**src/include/seq_pkg.sv**
```systemverilog
// Constants shared by the display state sequencer.
// Assumes a single core clock domain and plain port control.
package seq_pkg;
    // Microprogram state numbers as printed (octal-style labels).
    localparam logic [11:0] ST_IDLE = 12'h000;
    localparam logic [11:0] ST_DISPLAY_TEST = 12'h340;
    localparam logic [11:0] ST_DISPLAY_CLEAR = 12'h341;
    localparam logic [11:0] ST_LOAD_RESULT = 12'h121;
    localparam logic [11:0] ST_DIGIT_A = 12'h440;
    localparam logic [11:0] ST_DIGIT_B = 12'h441;
    // Count-11 display mode selected by the display clock enable.
    localparam int DISPLAY_COUNT_MODE = 11;
    // Reset values of the counters.
    localparam logic [3:0] DPC_RESET = 4'h0;
    localparam logic [3:0] AUX_RESET = 4'h0;
    localparam logic [3:0] DATA_REG_CNT_RESET = 4'h0;
    // Digit-counting passes: first pass plus a repeat.
    localparam logic [1:0] DIGIT_PASSES = 2'h2;

    typedef enum logic [2:0] {
        S_IDLE = 3'b000,
        S_DISP = 3'b001,
        S_CLEAR = 3'b011,
        S_LOAD = 3'b010,
        S_DIGA = 3'b110,
        S_DIGB = 3'b111
    } seq_state_e;
endpackage

```
**src/rtl/display_state_sequencer.sv**
```systemverilog
// Display-test and result-load state sequencer of a counter processor.
// Assumes all inputs are synchronous to i_core_clk except the service
// switch, which is synchronised here.
//
// Summary of operation
// - Enabled service breakpoint switch forces a branch to display-test state 340.
// - Breakpoint shows doubled time count for frequency, else channel A events.
// - State 340 copies the data RAM entry at the display position counter to display, display clock enable, count-11.
// - State 340 decrements display position counter and also sets display clock enable.
// - State 340 asserts plug-in transmit inhibit, keeping bus free of plug-in data.
// - State 340 increments auxiliary test counter once, to exercise it.
// - State 341 clears auxiliary test counter and data register counter.
// - Counters used while driving the display return to reset after use.
// - State 121 after divide sets flag high and loads result register.
// - After arithmetic, digit-counting states 440 to 441 run a second time.
`timescale 1ns/1ps
module display_state_sequencer #(
    parameter int DATA_W = 4,
    parameter int RAM_DEPTH = 16,
    parameter int RESULT_W = 32,
    parameter int TIME_W = 32
) (
    input wire logic i_core_clk,
    input wire logic i_rst_n,
    input wire logic i_ce,
    input wire logic i_service_breakpoint_two,
    input wire logic i_freq_mode,
    input wire logic [TIME_W-1:0] i_time_count,
    input wire logic [TIME_W-1:0] i_chan_a_events,
    input wire logic i_divide_done,
    input wire logic [RESULT_W-1:0] i_divide_result,
    input wire logic i_arith_done,
    input wire logic i_ram_we,
    input wire logic [$clog2(RAM_DEPTH)-1:0] i_ram_waddr,
    input wire logic [DATA_W-1:0] i_ram_wdata,
    output logic [11:0] o_state_num,
    output logic [DATA_W-1:0] o_display_data,
    output logic o_display_clock_enable,
    output logic o_count11_mode,
    output logic o_plugin_transmit_inhibit,
    output logic [3:0] o_display_position_counter,
    output logic [3:0] o_aux_test_counter,
    output logic [3:0] o_data_register_counter,
    output logic [TIME_W-1:0] o_service_value,
    output logic o_flag,
    output logic [RESULT_W-1:0] o_result_register,
    output logic [1:0] o_digit_pass
);
    localparam int AW = $clog2(RAM_DEPTH);

    typedef struct packed {
        logic bp_s1;
        logic bp_s2;
        seq_pkg::seq_state_e st;
        logic [DATA_W-1:0] disp;
        logic dce;
        logic inhibit;
        logic [3:0] dpc;
        logic [3:0] aux;
        logic [3:0] dreg_cnt;
        logic [TIME_W-1:0] svc;
        logic flag;
        logic [RESULT_W-1:0] result;
        logic [1:0] pass;
    } state_s;

    state_s q;
    state_s d;
    logic [DATA_W-1:0] ram_q [RAM_DEPTH];

    // Data RAM storage, written by the processor, read by the display.
    always_ff @(posedge i_core_clk)
    begin
        if (i_ce && i_ram_we)
        begin
            ram_q[i_ram_waddr] <= i_ram_wdata;
        end
    end

    function automatic logic [11:0] state_number(seq_pkg::seq_state_e s);
        case (s)
            seq_pkg::S_DISP: state_number = seq_pkg::ST_DISPLAY_TEST;
            seq_pkg::S_CLEAR: state_number = seq_pkg::ST_DISPLAY_CLEAR;
            seq_pkg::S_LOAD: state_number = seq_pkg::ST_LOAD_RESULT;
            seq_pkg::S_DIGA: state_number = seq_pkg::ST_DIGIT_A;
            seq_pkg::S_DIGB: state_number = seq_pkg::ST_DIGIT_B;
            default: state_number = seq_pkg::ST_IDLE;
        endcase
    endfunction

    always_comb
    begin
        d = q;
        d.bp_s1 = i_service_breakpoint_two;
        d.bp_s2 = q.bp_s1;
        d.dce = 1'b0;
        d.inhibit = 1'b0;
        // Service value follows the measurement function under breakpoint.
        if (q.bp_s2)
        begin
            if (i_freq_mode)
            begin
                d.svc = {i_time_count[TIME_W-2:0], 1'b0};
            end
            else
            begin
                d.svc = i_chan_a_events;
            end
        end
        case (q.st)
            seq_pkg::S_IDLE:
            begin
                if (q.bp_s2)
                begin
                    d.st = seq_pkg::S_DISP;
                end
                else if (i_divide_done)
                begin
                    d.st = seq_pkg::S_LOAD;
                end
                else if (i_arith_done)
                begin
                    d.pass = 2'h0;
                    d.st = seq_pkg::S_DIGA;
                end
            end
            seq_pkg::S_DISP:
            begin
                d.disp = ram_q[q.dpc[AW-1:0]];
                d.dce = 1'b1;
                d.dpc = q.dpc - 4'h1;
                d.inhibit = 1'b1;
                d.aux = q.aux + 4'h1;
                d.st = seq_pkg::S_CLEAR;
            end
            seq_pkg::S_CLEAR:
            begin
                d.aux = seq_pkg::AUX_RESET;
                d.dreg_cnt = seq_pkg::DATA_REG_CNT_RESET;
                d.dpc = seq_pkg::DPC_RESET;
                d.st = seq_pkg::S_IDLE;
            end
            seq_pkg::S_LOAD:
            begin
                d.flag = 1'b1;
                d.result = i_divide_result;
                d.st = seq_pkg::S_IDLE;
            end
            seq_pkg::S_DIGA:
            begin
                d.dreg_cnt = q.dreg_cnt + 4'h1;
                d.st = seq_pkg::S_DIGB;
            end
            seq_pkg::S_DIGB:
            begin
                d.pass = q.pass + 2'h1;
                // Second pass of 440..441 after arithmetic.
                if (q.pass + 2'h1 < seq_pkg::DIGIT_PASSES)
                begin
                    d.st = seq_pkg::S_DIGA;
                end
                else
                begin
                    d.dreg_cnt = seq_pkg::DATA_REG_CNT_RESET;
                    d.st = seq_pkg::S_IDLE;
                end
            end
            default:
            begin
                d.st = seq_pkg::S_IDLE;
            end
        endcase
    end

    always_ff @(posedge i_core_clk)
    begin
        if (!i_rst_n)
        begin
            q <= '0;
            q.st <= seq_pkg::S_IDLE;
            q.dpc <= seq_pkg::DPC_RESET;
            q.aux <= seq_pkg::AUX_RESET;
            q.dreg_cnt <= seq_pkg::DATA_REG_CNT_RESET;
        end
        else if (i_ce)
        begin
            q <= d;
        end
    end

    assign o_state_num = state_number(q.st);
    assign o_display_data = q.disp;
    assign o_display_clock_enable = q.dce;
    assign o_count11_mode = q.dce;
    assign o_plugin_transmit_inhibit = q.inhibit;
    assign o_display_position_counter = q.dpc;
    assign o_aux_test_counter = q.aux;
    assign o_data_register_counter = q.dreg_cnt;
    assign o_service_value = q.svc;
    assign o_flag = q.flag;
    assign o_result_register = q.result;
    assign o_digit_pass = q.pass;
endmodule // display_state_sequencer

```
**config.mk**
```make
export PLATFORM = sky130hd
export DESIGN_NAME = display_state_sequencer
export DESIGN_NICKNAME = d
export VERILOG_FILES = /design/src/include/seq_pkg.sv /design/src/rtl/display_state_sequencer.sv
export SDC_FILE = /design/constraint.sdc
export NUM_CORES = 1
export LEC_CHECK = 0
export BUFFER_PORTS_ARGS = -buffer_cell sky130_fd_sc_hd__buf_2
export CORE_MARGIN = 10
export CORE_UTILIZATION = 30
export CTS_CLUSTER_DIAMETER = 100
export CTS_CLUSTER_SIZE = 8
export DETAILED_ROUTE_END_ITERATION = 7
export GPL_TIMING_DRIVEN = 0
export PLACE_DENSITY = 0.5
export REMOVE_ABC_BUFFERS = 1
export SLEW_MARGIN = 20
export SYNTH_ARGS = -nofsm -noshare
export SYNTH_HDL_FRONTEND = slang
export SYNTH_SLANG_ARGS = --single-unit
```
**constraint.sdc**
```tcl
create_clock -name i_core_clk -period 2.1 [get_ports i_core_clk]
set_input_delay 0.42 -clock i_core_clk [delete_from_list [all_inputs] [get_ports i_core_clk]]
set_output_delay 0.42 -clock i_core_clk [all_outputs]
set_load 0.01 [all_outputs]
```
==> tab_implementation.tex <==
\begin{tabular}{lr}
\hline
Metric & Value \\
\hline
\multicolumn{2}{l}{\textbf{Run status}} \\
\quad Status & finished clean \\
\multicolumn{2}{l}{\textbf{GRT}} \\
\quad Initial antenna violation count & 0 \\
\quad Total track usage & 0.110 \\
\quad GR Overflow Total & 0 \\
\quad Maximum number of pins on one net before global-route repair & 71 \\
\quad Via count of the first global-routing pass & 4864 \\
\quad First-pass GRT wire length & 26800 um \\
\multicolumn{2}{l}{\textbf{Power and ir drop}} \\
\quad Power per Cell Area & 810 nW/um\^{}2 \\
\quad Leakage power of the design & 3.82 nW \\
\quad Worst IR drop on VDD & 0.361 mV \\
\multicolumn{2}{l}{\textbf{Clock network}} \\
\quad Post-CTS setup buffer count & 0 \\
\quad Num Clock Sinks & 153 \\
\quad TritonCTS clock tree & built \\
\quad Clock slew at reported path FFs & 80 ps \\
\quad \# hold bufs at CTS & 0 \\
\quad Buffer levels on the longest clock path & 2 \\
\quad Buffer cell driving the clock tree root & clkbuf\_16 \\
\quad Maximum level of the CTS H-tree & 4 \\
\quad Worst skew pair latency & 420 ps \\
\quad Number of clock buffers inserted by TritonCTS & 17 \\
\multicolumn{2}{l}{\textbf{Worst setup path}} \\
\quad Path type of the worst setup path & input port to flip-flop \\
\quad Data required, critical path & 2150 ps \\
\quad Peak fanout along the critical path & 19 \\
\quad Setup crit end kind & flip-flop \\
\quad Data arrival time at the worst-slack endpoint & 1980 ps \\
\quad Critical path startpoint category & input port \\
\multicolumn{2}{l}{\textbf{Detailed routing}} \\
\quad Total number of vias & 4747 \\
\quad Initial drt markers & 213 \\
\quad Antenna viol nets, final & 0 \\
\quad Vias per inst & 4.42 \\
\quad Detailed-route wire length & 17200 um \\
\quad Drt first pass iters & 4 \\
\quad DR DRC count & 0 \\
\quad Average wire per cell in the routed design & 16.0 um \\
\multicolumn{2}{l}{\textbf{Floorplan}} \\
\quad DIE HEIGHT & 174 um \\
\quad Width of the die & 174 um \\
\quad Number of primary I/O pins & 210 \\
\quad Die outline area & 30400 um\^{}2 \\
\quad Initial cell density of the core & 0.305 \\
\quad Area inside the core boundary & 23500 um\^{}2 \\
\quad Placement row count & 56 \\
\multicolumn{2}{l}{\textbf{Synthesis}} \\
\quad Area contributors post-synth & edfxtp\_1, dfxtp\_1, buf\_4 \\
\quad Post-synthesis async set-or-reset flop share & 0 \\
\quad Syn. warnings & 0 \\
\quad Count of distinct cell types in the synthesized netlist & 52 \\
\quad Largest area contributor in the netlist & edfxtp\_1 \\
\quad Predominant post-synthesis flop cell & dfxtp\_1 \\
\quad Synth top cells by count & nand2\_1, buf\_4, dfxtp\_1, edfxtp\_1, mux2i\_1 \\
\quad Gate count of the mapped netlist & 644 \\
\quad Yosys top cell area share & 0.269 \\
\quad Number of flops mapped to enable cells by yosys & 64 \\
\quad Most numerous cell in the Yosys netlist & nand2\_1 \\
\quad Average size of a mapped cell & 11.1 um\^{}2 \\
\quad Syn Std Cell Area & 7150 um\^{}2 \\
\quad Register bit count reported by yosys & 153 \\
\quad Sequential-to-total area share from yosys stat & 0.518 \\
\multicolumn{2}{l}{\textbf{STA}} \\
\quad Final setup vio count & 0 \\
\quad Worst-Margin Slew & 898 ps \\
\quad Max-slew headroom at the worst pin & 0.401 \\
\quad Final Hold Fails & 0 \\
\quad Accumulated negative setup slack & 0 ps \\
\quad Period utilization & 0.920 \\
\quad Max frequency & 0.518 GHz \\
\quad Minimum clock period & 1930 ps \\
\quad Count of final max-slew check failures & 0 \\
\quad Setup repair after global routing missed its margin & false \\
\quad Final worst slack & 169 ps \\
\quad Worst-case clock skew & 16.6 ps \\
\multicolumn{2}{l}{\textbf{Placement}} \\
\quad Placement-stage worst setup slack & -260 ps \\
\quad Input/output buffers & 202 \\
\quad Instance count after placement with tap cells included & 1042 \\
\quad Placer's final routability congestion estimate & 0.721 \\
\quad Placed wire-length estimate after detailed placement & 12500 um \\
\quad Post-detailed-placement cell area & 7780 um\^{}2 \\
\multicolumn{2}{l}{\textbf{Cells and area}} \\
\quad Antenna Diode Count & 0 \\
\quad Layout cells sized above 1 & 0.348 \\
\quad Final std cells w/o fill & 1074 \\
\quad Nets@finish & 857 \\
\quad Total non-filler cell area in the finished layout & 8420 um\^{}2 \\
\quad Area delta synth->final & 17.6\% \\
\quad Filler instances & 2395 \\
\multicolumn{2}{l}{\textbf{Job}} \\
\quad Max-cap violations & 0 \\
\multicolumn{2}{l}{\textbf{Hold path}} \\
\quad Worst hold path class & input port to flip-flop \\
\hline
\end{tabular}
==> worst paths after layout <==
check / from / to / depth (start not counted) / slack (ps)
worst min register to register: o_result_register[6]$_SDFFE_PN0P_ / o_result_register[6]$_SDFFE_PN0P_ / 2 / 450
worst max-delay path: i_ce / ram_q[0][3]$_DFFE_PP_ / 4 / 170
worst max register to register: q[86]$_SDFFE_PN0P_ / o_result_register[31]$_SDFFE_PN0P_ / 4 / 270
worst min-delay path: i_divide_result[10] / o_result_register[10]$_SDFFE_PN0P_ / 3 / 230
==> metrics by stage <==
stage                     utilization  power, mW  hold slack [ps]
after global routing            0.359       7.13              213
after detailed placement        0.332       3.79              441
after global placement          0.328       3.78              438
final                           0.359       6.81              227
after floorplan                     -       3.49              479
after CTS                       0.358       6.94              208
==> metal layers <==
layer | track usage | vias to the layer above | share of wire
met5 | 0 | - | 0
met4 | 0.0338 | 0 | 0.012
met3 | 0.0312 | 9 | 0.057
met2 | 0.185 | 130 | 0.49
met1 | 0.133 | 2233 | 0.44
li1 | - | 2375 | -
==> kinds of logic (layout without fill, tap and decap cells) <==
group	count (synthesis)	in the layout	share of synthesized area
compound gates	101	101	0.116
xor+xnor	3	3	0.00367
fa+ha+maj	3	3	0.00525
buf+inv	139	245	0.128
flops	153	153	0.518
mux	58	58	0.111
other cells	1	6	0.000524
simple gates	186	186	0.117
==> worst max-delay path: stages <==
cell and delay [ps]:
buf_2 380, nand2_1 150, or3_1 400, nor3_1 620
==> timing repair <==
action | in CTS | in global routing
gates cloned | 0 | 0
setup endpoints to repair | 8 | 3
gates resized for setup | 4 | 3
==> layout by cell type (no fill, tap or decap), types with 5 or more instances in the layout <==
| cell | n |
|---|---|
| nor2b_1 | 10 |
| nand3_1 | 6 |
| clkbuf_16 | 17 |
| mux4_2 | 13 |
| nand2_1 | 113 |
| dfxtp_1 | 83 |
| buf_2 | 201 |
| nor3_1 | 7 |
| mux2i_1 | 42 |
| inv_1 | 6 |
| dfxtp_2 | 5 |
| o211a_1 | 33 |
| o21ai_0 | 7 |
| inv_8 | 5 |
| nand2b_1 | 5 |
| conb_1 | 6 |
| edfxtp_1 | 64 |
| clkinv_8 | 5 |
| a21boi_1 | 18 |
| nor2_1 | 20 |
| a21boi_0 | 19 |
==> report_power, final <==
group          total (mW)  switching [mW]  internal (mW)
sequential           3.21          0.0550           3.16
clock                3.10            1.47           1.63
combinational       0.504           0.268          0.236
==> final cells by class <==
cell class	count	area, um^2	share of cell area
Clock buffer	17	425	0.0506
Clock inverter	15	189	0.0225
Inverter	7	26.3	0.00312
Multi-Input combinational cell	357	2570	0.306
Sequential cell	153	3710	0.441
Tap cell	319	399	0.0474
Timing Repair Buffer	206	1090	0.129
==> flip-flops by register name, indices dropped and copies added (netlist names) <==
register,cells
q,4
o_aux_test_counter,4
o_display_data,4
o_count11_mode,1
o_display_position_counter,4
o_flag,1
ram_q,64
o_data_register_counter,4
o_digit_pass,2
o_result_register,32
d,1
o_service_value,32
Note: power is estimated with default switching activity, not from simulation.
